==> config.mk <==
export PLATFORM = sky130hd
export DESIGN_NAME = dtcu_timer_unit
export DESIGN_NICKNAME = d
export VERILOG_FILES = /design/src/verilog/dtcu_timer_unit.v
export VERILOG_INCLUDE_DIRS = /design/src /design/src/verilog
export SDC_FILE = /design/constraint.sdc
export NUM_CORES = 1
export LEC_CHECK = 0
export ABC_AREA = 1
export ABC_CLOCK_PERIOD_IN_PS = 2500
export BUFFER_PORTS_ARGS = -buffer_cell sky130_fd_sc_hd__buf_4
export CORE_MARGIN = 2
export CORE_UTILIZATION = 30
export DETAILED_ROUTE_END_ITERATION = 12
export PLACE_DENSITY = 0.43
export REMOVE_ABC_BUFFERS = 1
export SLEW_MARGIN = 20
export SYNTH_ARGS = -nofsm -noshare
export SYNTH_HDL_FRONTEND = slang
export SYNTH_SLANG_ARGS = --single-unit
==> constraint.sdc <==
create_clock -name clk_sys -period 2.5 [get_ports clk_sys]
set_input_delay 0.375 -clock clk_sys [delete_from_list [all_inputs] [get_ports clk_sys]]
set_output_delay 0.375 -clock clk_sys [all_outputs]
set_load 0.05 [all_outputs]
==> src/verilog/dtcu_defs.vh <==
// Constants for the dual timer/counter unit
`ifndef DTCU_DEFS_VH
`define DTCU_DEFS_VH

// ----------------------------------------------------------------------
// Register addresses (special function register space)
// ----------------------------------------------------------------------
`define DTCU_SFR_BASE 8'h80
`define DTCU_ADDR_TIMER_CONTROL 8'h88
`define DTCU_ADDR_MODE_CONFIG 8'h89
`define DTCU_ADDR_CHAN0_LOW 8'h8a
`define DTCU_ADDR_CHAN1_LOW 8'h8b
`define DTCU_ADDR_CHAN0_HIGH 8'h8c
`define DTCU_ADDR_CHAN1_HIGH 8'h8d

// ----------------------------------------------------------------------
// Field positions
// ----------------------------------------------------------------------
`define DTCU_MODE_LO0 0
`define DTCU_MODE_HI0 1
`define DTCU_CT_SEL0 2
`define DTCU_GATE0 3
`define DTCU_MODE_LO1 4
`define DTCU_MODE_HI1 5
`define DTCU_CT_SEL1 6
`define DTCU_GATE1 7
`define DTCU_RUN0_BIT 4
`define DTCU_OVF0_BIT 5
`define DTCU_RUN1_BIT 6
`define DTCU_OVF1_BIT 7

// ----------------------------------------------------------------------
// Modes and reset values
// ----------------------------------------------------------------------
`define DTCU_MODE_13BIT 2'h0
`define DTCU_MODE_16BIT 2'h1
`define DTCU_MODE_RELOAD 2'h2
`define DTCU_MODE_SPLIT 2'h3
`define DTCU_RST_MODE 8'h00
`define DTCU_RST_COUNT 8'h00
`define DTCU_RST_CONTROL 8'h00

// ----------------------------------------------------------------------
// Timing: machine cycle is six peripheral clocks
// ----------------------------------------------------------------------
`define DTCU_PERIPH_PER_TICK 3'h6
`define DTCU_TICK_CNT_W 3

`endif

==> src/verilog/dtcu_timer_unit.v <==
// Dual 16-bit timer/counter unit with its special function registers
`timescale 1ns/1ps
`include "dtcu_defs.vh"

module dtcu_timer_unit (
  input wire clk_sys,
  input wire rst_b,
  input wire fast_cycle_mode,
  input wire sfr_wr,
  input wire sfr_rd,
  input wire [7:0] sfr_addr,
  input wire [7:0] sfr_wdata,
  output reg [7:0] sfr_rdata,
  output reg sfr_hit,
  input wire chan0_count_pin,
  input wire chan1_count_pin,
  input wire chan0_gate_pin,
  input wire chan1_gate_pin,
  input wire chan0_irq_en,
  input wire chan1_irq_en,
  output reg chan0_irq,
  output reg chan1_irq,
  output reg chan0_overflow,
  output reg chan1_overflow
);

  // ----------------------------------------------------------------------
  // Registers
  // ----------------------------------------------------------------------
  reg [7:0] timer_mode_config;
  reg [7:0] timer_control_low;
  reg chan0_run, chan1_run;
  reg [7:0] chan0_count_low, chan0_count_high;
  reg [7:0] chan1_count_low, chan1_count_high;
  reg [7:0] next_c0l, next_c0h, next_c1l, next_c1h;
  reg set_ovf0, set_ovf1;

  // ----------------------------------------------------------------------
  // Clock divider: peripheral clock and machine cycle
  // ----------------------------------------------------------------------
  reg periph_half;
  reg [`DTCU_TICK_CNT_W-1:0] tick_cnt;
  wire periph_en, tick;

  // Slow mode drops every other system clock
  assign periph_en = fast_cycle_mode | periph_half;
  assign tick = periph_en &
    (tick_cnt == (`DTCU_PERIPH_PER_TICK - 3'h1));

  // Divider; a tick is a one-cycle enable, never a derived clock
  always @(posedge clk_sys or negedge rst_b)
  begin
    if (!rst_b)
    begin
      periph_half <= 1'b0;
      tick_cnt <= {`DTCU_TICK_CNT_W{1'b0}};
    end
    else
    begin
      periph_half <= ~periph_half;
      if (tick)
        tick_cnt <= {`DTCU_TICK_CNT_W{1'b0}};
      else if (periph_en)
        tick_cnt <= tick_cnt + 3'h1;
    end
  end

  // ----------------------------------------------------------------------
  // Pin synchronisers and per-cycle edge sampling
  // ----------------------------------------------------------------------
  reg [3:0] pin_meta, pin_sync;
  reg [1:0] cnt_prev, cnt_samp;
  wire [3:0] pins_raw;
  wire [1:0] fall;

  assign pins_raw = {chan1_gate_pin, chan0_gate_pin,
    chan1_count_pin, chan0_count_pin};

  // Two flops on every pin; only the second stage feeds logic
  always @(posedge clk_sys or negedge rst_b)
  begin
    if (!rst_b)
    begin
      pin_meta <= 4'h0;
      pin_sync <= 4'h0;
    end
    else
    begin
      pin_meta <= pins_raw;
      pin_sync <= pin_meta;
    end
  end

  // Sample once per machine cycle; a glitch shorter than that is seen only if it spans a tick
  always @(posedge clk_sys or negedge rst_b)
  begin
    if (!rst_b)
    begin
      cnt_samp <= 2'h0;
      cnt_prev <= 2'h0;
    end
    else if (tick)
    begin
      cnt_samp <= pin_sync[1:0];
      cnt_prev <= cnt_samp;
    end
  end

  // Falling edge seen across two consecutive samples
  assign fall = cnt_prev & ~cnt_samp;

  // ----------------------------------------------------------------------
  // Count enables
  // ----------------------------------------------------------------------
  wire [1:0] mode0, mode1;
  wire split, inc0, inc1, inc0h;

  assign mode0 = timer_mode_config[`DTCU_MODE_HI0:`DTCU_MODE_LO0];
  assign mode1 = timer_mode_config[`DTCU_MODE_HI1:`DTCU_MODE_LO1];
  assign split = (mode0 == `DTCU_MODE_SPLIT);

  // Counter or timer source per channel gating
  assign inc0 = chan0_run &
    (~timer_mode_config[`DTCU_GATE0] | pin_sync[2]) &
    // Edge level stands a whole machine cycle; count it on one tick only
    (timer_mode_config[`DTCU_CT_SEL0] ? (fall[0] & tick) : tick);
  // In split mode the run bit belongs to the high byte of channel 0
  assign inc1 = (split | chan1_run) &
    (~timer_mode_config[`DTCU_GATE1] | pin_sync[3]) &
    (timer_mode_config[`DTCU_CT_SEL1] ? (fall[1] & tick) : tick) &
    (mode1 != `DTCU_MODE_SPLIT);
  // Split high byte is always an internal timer
  assign inc0h = split & chan1_run & tick;

  // ----------------------------------------------------------------------
  // Next-count logic per channel
  // ----------------------------------------------------------------------
  // Channel 0
  always @*
  begin
    next_c0l = chan0_count_low;
    next_c0h = chan0_count_high;
    set_ovf0 = 1'b0;
    if (inc0)
    begin
      case (mode0)
        `DTCU_MODE_13BIT:
        begin
          // Upper three low bits take no part and stay put
          next_c0l = {chan0_count_low[7:5], chan0_count_low[4:0] + 5'h01};
          if (chan0_count_low[4:0] == 5'h1f)
          begin
            next_c0h = chan0_count_high + 8'h01;
            set_ovf0 = (chan0_count_high == 8'hff);
          end
        end
        `DTCU_MODE_16BIT:
        begin
          next_c0l = chan0_count_low + 8'h01;
          if (chan0_count_low == 8'hff)
          begin
            next_c0h = chan0_count_high + 8'h01;
            set_ovf0 = (chan0_count_high == 8'hff);
          end
        end
        `DTCU_MODE_RELOAD:
        begin
          if (chan0_count_low == 8'hff)
          begin
            next_c0l = chan0_count_high;
            set_ovf0 = 1'b1;
          end
          else
            next_c0l = chan0_count_low + 8'h01;
        end
        default:
        begin
          // Split low byte: plain 8-bit counter
          next_c0l = chan0_count_low + 8'h01;
          set_ovf0 = (chan0_count_low == 8'hff);
        end
      endcase
    end
  end

  // Channel 1; overflow goes nowhere while channel 0 is split
  always @*
  begin
    next_c1l = chan1_count_low;
    next_c1h = chan1_count_high;
    set_ovf1 = 1'b0;
    if (inc0h)
      set_ovf1 = (chan0_count_high == 8'hff);
    if (inc1)
    begin
      case (mode1)
        `DTCU_MODE_13BIT:
        begin
          next_c1l = {chan1_count_low[7:5], chan1_count_low[4:0] + 5'h01};
          if (chan1_count_low[4:0] == 5'h1f)
          begin
            next_c1h = chan1_count_high + 8'h01;
            if (!split)
              set_ovf1 = (chan1_count_high == 8'hff);
          end
        end
        `DTCU_MODE_16BIT:
        begin
          next_c1l = chan1_count_low + 8'h01;
          if (chan1_count_low == 8'hff)
          begin
            next_c1h = chan1_count_high + 8'h01;
            if (!split)
              set_ovf1 = (chan1_count_high == 8'hff);
          end
        end
        `DTCU_MODE_RELOAD:
        begin
          if (chan1_count_low == 8'hff)
          begin
            next_c1l = chan1_count_high;
            if (!split)
              set_ovf1 = 1'b1;
          end
          else
            next_c1l = chan1_count_low + 8'h01;
        end
        default: next_c1l = chan1_count_low; // Frozen
      endcase
    end
  end

  // ----------------------------------------------------------------------
  // Register file: direct access, bit ops arrive as read-modify-write
  // ----------------------------------------------------------------------
  wire in_sfr, wr_ctl, wr_mode;

  // Only the upper half of the byte space is special registers
  assign in_sfr = sfr_addr[7];
  assign wr_ctl = sfr_wr & in_sfr & (sfr_addr == `DTCU_ADDR_TIMER_CONTROL);
  assign wr_mode = sfr_wr & in_sfr & (sfr_addr == `DTCU_ADDR_MODE_CONFIG);

  // Counters: hardware update, software write overrides
  always @(posedge clk_sys or negedge rst_b)
  begin
    if (!rst_b)
    begin
      chan0_count_low <= `DTCU_RST_COUNT;
      chan0_count_high <= `DTCU_RST_COUNT;
      chan1_count_low <= `DTCU_RST_COUNT;
      chan1_count_high <= `DTCU_RST_COUNT;
    end
    else
    begin
      chan0_count_low <= (sfr_wr && sfr_addr == `DTCU_ADDR_CHAN0_LOW) ?
        sfr_wdata : next_c0l;
      chan1_count_low <= (sfr_wr && sfr_addr == `DTCU_ADDR_CHAN1_LOW) ?
        sfr_wdata : next_c1l;
      chan1_count_high <= (sfr_wr && sfr_addr == `DTCU_ADDR_CHAN1_HIGH) ?
        sfr_wdata : next_c1h;
      if (sfr_wr && sfr_addr == `DTCU_ADDR_CHAN0_HIGH)
        chan0_count_high <= sfr_wdata;
      else if (inc0h)
        chan0_count_high <= chan0_count_high + 8'h01;
      else
        chan0_count_high <= next_c0h;
    end
  end

  // Mode, control and flags; a hardware set beats a software clear
  always @(posedge clk_sys or negedge rst_b)
  begin
    if (!rst_b)
    begin
      timer_mode_config <= `DTCU_RST_MODE;
      timer_control_low <= `DTCU_RST_CONTROL;
      chan0_run <= 1'b0;
      chan1_run <= 1'b0;
      chan0_overflow <= 1'b0;
      chan1_overflow <= 1'b0;
      chan0_irq <= 1'b0;
      chan1_irq <= 1'b0;
    end
    else
    begin
      if (wr_mode)
        timer_mode_config <= sfr_wdata;
      if (wr_ctl)
      begin
        timer_control_low <= {4'h0, sfr_wdata[3:0]};
        chan0_run <= sfr_wdata[`DTCU_RUN0_BIT];
        chan1_run <= sfr_wdata[`DTCU_RUN1_BIT];
      end
      if (set_ovf0)
        chan0_overflow <= 1'b1;
      else if (wr_ctl)
        chan0_overflow <= sfr_wdata[`DTCU_OVF0_BIT];
      if (set_ovf1)
        chan1_overflow <= 1'b1;
      else if (wr_ctl)
        chan1_overflow <= sfr_wdata[`DTCU_OVF1_BIT];
      // Interrupt requests follow flag and enable, same-cycle set included
      chan0_irq <= chan0_irq_en & (chan0_overflow | set_ovf0);
      chan1_irq <= chan1_irq_en & (chan1_overflow | set_ovf1);
    end
  end

  // ----------------------------------------------------------------------
  // Read path, registered one cycle after the strobe
  // ----------------------------------------------------------------------
  reg [7:0] next_rdata;
  reg next_hit;

  // Unknown addresses answer zero with no hit
  always @*
  begin
    next_hit = sfr_rd & in_sfr;
    next_rdata = 8'h00;
    case (sfr_addr)
      `DTCU_ADDR_TIMER_CONTROL:
        next_rdata = {chan1_overflow, chan1_run, chan0_overflow, chan0_run,
          timer_control_low[3:0]};
      `DTCU_ADDR_MODE_CONFIG: next_rdata = timer_mode_config;
      `DTCU_ADDR_CHAN0_LOW: next_rdata = chan0_count_low;
      `DTCU_ADDR_CHAN1_LOW: next_rdata = chan1_count_low;
      `DTCU_ADDR_CHAN0_HIGH: next_rdata = chan0_count_high;
      `DTCU_ADDR_CHAN1_HIGH: next_rdata = chan1_count_high;
      default: next_hit = 1'b0; // Reserved space
    endcase
    if (!next_hit)
      next_rdata = 8'h00;
  end

  always @(posedge clk_sys or negedge rst_b)
  begin
    if (!rst_b)
    begin
      sfr_rdata <= 8'h00;
      sfr_hit <= 1'b0;
    end
    else
    begin
      sfr_rdata <= next_rdata;
      sfr_hit <= next_hit;
    end
  end

endmodule // dtcu_timer_unit

==> impl_metrics.py, run 1 <==
metrics = {
    "die": {
        "start_util_pct": 30.8,
        "dieWidth_um": 126,
        "die_y_um": 126,
        "coreArea_um2": 14500,
        "placementRows": 44,
        "ioPinCount": 40,
        "die-area_um2": 15900,
    },
    "timing": {
        "slew_violations": 0,
        "max_freq_mhz": 498,
        "period_share_pct": 80.4,
        "finClkSkew_ps": 8.80,
        "worstMarginPinSlew_ps": 586,
        "setup_violations": 0,
        "holdWs_ps": -6.00,
        "slew_headroom_pct": 60.8,
        "fin_crit_ps": 2010,
        "hold_viol": 3,
        "fin_setup_tns_ps": 0,
        "rsz0062_at_grt": "no",
    },
    "route": {
        "drt-total-wl_mm": 14.4,
        "wl_per_cell_um": 18.5,
        "drt_first_pass_iters": 5,
        "viasPerCell": 5.18,
        "drcViolationCount": 0,
        "first_iter_violations": 318,
        "drtAntennaViolNets": 0,
        "num_vias": 4039,
    },
    "worst_setup_path": {
        "critPathCaptureType": "flip-flop",
        "cp-startpoint": "chan0_count_low[0]",
        "cp.required_ps": 2710,
        "arrival_ps": 2220,
        "regToRegStartpoint": "chan0_count_low[0]",
        "criticalPathCategory": "reg2reg",
        "cp_max_fo": 11,
        "worstSetupStartpointType": "flip-flop",
    },
    "final_layout": {
        "drive_above_1_share_pct": 18.5,
        "nets": 630,
        "area_growth_syn_to_layout_pct": 18.0,
        "diodes": 0,
    },
    "global_routing": {
        "grtUsageTotal_pct": 18.7,
        "grt_pass1_wl_mm": 22.5,
        "grt_pass1_vias": 3794,
        "antenna_found_initial": 0,
        "grt_max_degree": 39,
        "gr-total-overflow": 0,
    },
    "power_and_ir_drop": {
        "power_density_nw_per_um2": 621,
        "leakage_nw": 2.48,
        "vdd_drop_max_mv": 0.352,
    },
    "clocking": {
        "cts_root_buffer": "clkbuf_16",
        "postCtsSetupBuffers": 0,
        "cts_max_level": 3,
        "clockBufferDepth": 2,
        "cts_resized": 0,
        "cts.sinks": 75,
        "tritoncts.num_buffers": 9,
        "clock_latency_ps": 360,
        "clkTransAtPathRegs_ps": 70,
        "hold_buffers": 0,
        "cts_tree": "done",
    },
    "run_status": {
        "outcome": "finished, violations left",
        "violations": "hold timing",
    },
    "placed_design": {
        "io_buffers": 39,
        "dpl.hpwl_mm": 11.1,
        "globalplace.congestion": 0.917,
    },
    "logic_synthesis": {
        "synth_area_per_cell_um2": 8.24,
        "async_flop_share_pct": 100,
        "ys_ff_latch": 75,
        "ys_seq_area_share_pct": 41.9,
        "synth-edff-count": 0,
        "yosysWarningCount": 0,
        "synth_cell_types": 45,
        "netlist_area_um2": 4480,
        "postSynthCellCount": 543,
        "synth_ff_type": "dfrtp_1",
    },
    "worst_hold_path": {
        "hold_class": "in2async",
    },
    "flow_run": {
        "maxCapViolations": 0,
    },
}
## layout make-up
cell class / count / area (um^2)
well taps: 184 / 230
multi-input cells: 380 / 2240
repair buffers: 42 / 315
inverters: 83 / 319
clock inverters: 6 / 56.3
flip-flops and latches: 75 / 1880
clock buffers: 10 / 239
fillers: 1528 / 9250
## worst max-delay path, cell delays in order, from the launching register on
cell      delay, ps
dfrtp_1         410
ha_1            210
nand2_1          70
nor2_2          130
nand3_1         120
nor2_2          170
nand3_1         330
o211ai_1        280
o221ai_1        140
## report_power, final
part | leakage [nW] | switching (W) | internal [W]
clock network | 0.143 | 0.000590 | 0.000720
registers | 0.914 | 0.000105 | 0.00134
logic | 1.42 | 0.000330 | 0.000196
## final timing paths
kind                            slack (ps)  depth (start not counted)            endpoint
worst min-delay path                    -6                          1         tick_cnt[0]
worst max register to register         490                          8  chan0_count_low[3]
worst max-delay path                   490                          8  chan0_count_low[3]
min in group clk_sys                   130                          1         pin_meta[0]
worst min register to register         350                          0         pin_sync[0]
max in group asynchronous             1800                          2        sfr_rdata[0]
## per-layer routing
layer | up-vias | wire, um | GRT usage, %
li1 | 1935 | - | -
met1 | 1958 | 6940 | 27.3
met2 | 136 | 6560 | 27.7
met3 | 10 | 763 | 4.50
met4 | 0 | 150 | 5.24
met5 | - | 0 | 0
## flip-flops by register name, indices dropped and copies added (netlist names), 2 cells and up
register / cells
chan0_count_low: 8
pin_meta: 4
cnt_prev: 2
pin_sync: 4
tick_cnt: 3
cnt_samp: 2
chan1_count_high: 8
timer_control_low: 4
timer_mode_config: 8
sfr_rdata: 8
chan0_count_high: 8
chan1_count_low: 8
## kinds of logic after synthesis
group / Yosys count / share of synthesized area, %
xor gates and xnor gates: 16 / 3.13
buffers and inverters: 88 / 7.94
DFF: 75 / 41.9
and+or+nand+nor: 225 / 25.3
AOI/OAI and AO/OA: 127 / 18.4
adders and majority gates: 12 / 3.35
## cell usage after synthesis (5+ instances only)
| master | count | share of area [%] |
|---|---|---|
| o211ai_1 | 13 | 2.2 |
| a21oi_1 | 11 | 1.2 |
| nor2_1 | 33 | 2.8 |
| inv_2 | 11 | 0.92 |
| ha_1 | 12 | 3.4 |
| dfrtp_1 | 75 | 42 |
| nand2_2 | 9 | 1.3 |
| a31oi_1 | 6 | 0.84 |
| nand2_1 | 108 | 9.1 |
| nand3_1 | 33 | 3.7 |
| o21ai_1 | 20 | 2.2 |
| o22ai_1 | 17 | 2.4 |
| o221ai_1 | 6 | 1.2 |
| xor2_1 | 15 | 2.9 |
| nor3_1 | 13 | 1.5 |
| o221ai_2 | 5 | 1.7 |
| nand4_1 | 9 | 1.3 |
| o21ai_0 | 32 | 3.6 |
| inv_1 | 70 | 5.9 |
## layout by cell type (no fill, tap or decap), types with 2 or more instances in the layout
cell and n:
nand2_1 108, dfrtp_1 75, inv_1 70, buf_4 42, nor2_1 33, nand3_1 33, o21ai_0 32, o21ai_1 20
o22ai_1 17, xor2_1 15, o211ai_1 13, nor3_1 13, ha_1 12, inv_2 11, a21oi_1 11, nand2_2 9
nand4_1 9, clkbuf_16 9, a31oi_1 6, o221ai_1 6, o221ai_2 5, nand2_4 4, a211oi_1 4, nor2_4 4
o21ai_2 4, nor2_2 3, nand4_2 2, nor2_8 2, inv_6 2, a22oi_1 2, inv_8 2, clkinv_4 2
## through the flow
stage	instance area [um^2]	setup WS, ps	utilization (%)	cells	total power (W)
after floorplan	4440	754	-	538	0.00178
after global placement	4980	473	34.3	764	0.00199
after detailed placement	4980	418	34.3	764	0.00199
after CTS	5280	510	36.3	780	0.00333
after global routing	5280	331	36.3	780	0.00346
final	5280	490	36.3	780	0.00328
No activity file was read; power rests on OpenSTA's default activity.
==> inputs of run 2 (changes only) <==
--- a/config.mk
+++ b/config.mk
@@ -7,12 +7,12 @@
 export NUM_CORES = 1
 export LEC_CHECK = 0
 export ABC_AREA = 1
-export ABC_CLOCK_PERIOD_IN_PS = 2500
+export ABC_CLOCK_PERIOD_IN_PS = 1700
 export BUFFER_PORTS_ARGS = -buffer_cell sky130_fd_sc_hd__buf_4
 export CORE_MARGIN = 2
 export CORE_UTILIZATION = 30
 export DETAILED_ROUTE_END_ITERATION = 12
-export PLACE_DENSITY = 0.43
+export PLACE_DENSITY = 0.45
 export REMOVE_ABC_BUFFERS = 1
 export SLEW_MARGIN = 20
 export SYNTH_ARGS = -nofsm -noshare
==> constraint.sdc (replaced) <==
create_clock -name clk_sys -period 1.7 [get_ports clk_sys]
set_input_delay 0.255 -clock clk_sys [delete_from_list [all_inputs] [get_ports clk_sys]]
set_output_delay 0.255 -clock clk_sys [all_outputs]
set_load 0.05 [all_outputs]
==> impl_metrics.py, run 2 (synthesis gave the netlist of run 1 again) <==
metrics = {
    "run_status": {
        "outcome": "finished, violations left",
        "violations": "setup timing",
    },
    "die": {
        "dieWidth_um": 126,
        "die_y_um": 126,
        "die-area_um2": 15900,
        "ioPinCount": 40,
        "start_util_pct": 30.8,
        "placementRows": 44,
        "coreArea_um2": 14500,
    },
    "route": {
        "drtAntennaViolNets": 0,
        "first_iter_violations": 313,
        "drt_first_pass_iters": 5,
        "drt-total-wl_mm": 15.1,
        "num_vias": 4315,
        "viasPerCell": 5.01,
        "drcViolationCount": 0,
        "wl_per_cell_um": 17.5,
    },
    "global_routing": {
        "grt_max_degree": 76,
        "antenna_found_initial": 0,
        "grt_pass1_vias": 4197,
        "gr-total-overflow": 0,
        "grt_pass1_wl_mm": 23.5,
        "grtUsageTotal_pct": 19.4,
    },
    "timing": {
        "finClkSkew_ps": 9.42,
        "period_share_pct": 101,
        "slew_headroom_pct": 72.1,
        "hold_viol": 0,
        "holdWs_ps": 93.4,
        "worstMarginPinSlew_ps": 418,
        "rsz0062_at_grt": "yes",
        "setup_violations": 4,
        "fin_ws_ps": -16.4,
        "slew_violations": 0,
        "fin_setup_tns_ps": -41.4,
        "fin_crit_ps": 1720,
        "max_freq_mhz": 583,
    },
    "power_and_ir_drop": {
        "vdd_drop_max_mv": 0.469,
        "power_density_nw_per_um2": 825,
        "leakage_nw": 2.93,
    },
    "final_layout": {
        "diodes": 0,
        "multiInputGateArea_um2": 2450,
        "drive_above_1_share_pct": 32.9,
        "fin_util_pct": 42.3,
        "final_cell_mix": "112 x buf_4, 104 x nand2_1, 74 x dfrtp_1",
        "area_growth_syn_to_layout_pct": 37.3,
        "nFillCells": 1473,
        "instances_no_fill": 862,
        "nets": 712,
        "layout_commonest_cell": "buf_4",
        "seq_area_um2": 1880,
    },
    "placed_design": {
        "dpl.hpwl_mm": 11.6,
        "globalplace.congestion": 0.911,
        "dp.cells": 834,
        "io_buffers": 39,
    },
    "worst_setup_path": {
        "r2r_end": "chan0_count_low[3]",
        "critPathCaptureType": "flip-flop",
        "cp.required_ps": 1920,
        "worstSetupStartpointType": "flip-flop",
        "cp_max_fo": 11,
        "ff2ff_path_depth": 9,
        "cp-startpoint": "chan0_count_low[1]",
        "criticalPathCategory": "reg2reg",
        "arrival_ps": 1930,
        "crit_path_end": "chan0_count_low[3]",
        "regToRegStartpoint": "chan0_count_low[1]",
        "rrSetupSlack_ps": -20,
    },
    "clocking": {
        "tritoncts.num_buffers": 9,
        "cts_max_level": 3,
        "clockBufferDepth": 2,
        "cts.sinks": 75,
        "cts_root_buffer": "clkbuf_16",
        "clock_latency_ps": 360,
        "cts_tree": "done",
        "clkTransAtPathRegs_ps": 60,
    },
    "worst_hold_path": {
        "hold_class": "in2reg",
    },
    "flow_run": {
        "maxCapViolations": 0,
    },
}
## run 2: cell count changes in the layout (fill, tap and decap cells not counted), sizes merged
cell,change
buf,+76
dlygate4sd3,+5
clkinv,-1
clkinvlp,+1
nand3,+1
## run 2: cell type report
type,instances,area share [%]
multi-input combinational,381,39.9
clock inverter,6,0.875
inverter,83,5.33
timing repair buffer,123,15.7
sequential,75,30.6
tap,184,3.75
clock buffer,10,3.89
## run 2: worst min path at each step
stage / end / depth (start not counted) / start
final: chan1_irq / 3 / chan1_irq_en
after global routing: chan1_irq / 3 / chan1_irq_en
after CTS: chan1_irq / 3 / chan1_irq_en
after detailed placement: periph_half / 2 / rst_b
after global placement: periph_half / 2 / rst_b
after floorplan: chan0_count_high[0] / 0 / rst_b
## run 2: metal layers
| layer | share of wire (%) | global-route usage (%) | vias up |
|---|---|---|---|
| li1 | - | - | 2114 |
| met5 | 0 | 0 | - |
| met4 | 2.0 | 5.95 | 0 |
| met3 | 6.0 | 4.25 | 20 |
| met2 | 45 | 29.7 | 130 |
| met1 | 47 | 27.6 | 2051 |
## run 2: worst max-delay path, cell delays in order, from the launching register on
cell and delay [ps]:
dfrtp_1 350, ha_2 190, nand2_2 60, nor2_4 130, nand3_2 130, nor2_4 140, nand3_2 80, buf_6 150
o211ai_1 200, o221ai_1 140
## run 2: where the power goes
part / switching (W) / internal, W / total [W]
Clock: 0.000871 / 0.00106 / 0.00193
Combinational: 0.000598 / 0.000463 / 0.00106
Sequential: 0.000114 / 0.00197 / 0.00208
Total: 0.00158 / 0.00349 / 0.00507
## run 2: repair_timing
item                                    4_1_cts  5_1_grt
setup buffers                                 2        4
endpoints found under the hold margin        79        0
pin swaps                                    10       20
gates cloned                                  1        0
resized for setup                            20       41
endpoints found under the setup margin       23       34
hold buffers                                  5        0
## run 2: per-stage QoR
stage | total power, W | area (um^2) | worst slack (ps)
floorplan | 0.00262 | 4440 | -46.2
global placement | 0.00309 | 5520 | -98.9
detailed placement | 0.00310 | 5520 | -154
CTS | 0.00510 | 5960 | -45.5
global route | 0.00533 | 6150 | -126
finish | 0.00507 | 6150 | -16.4
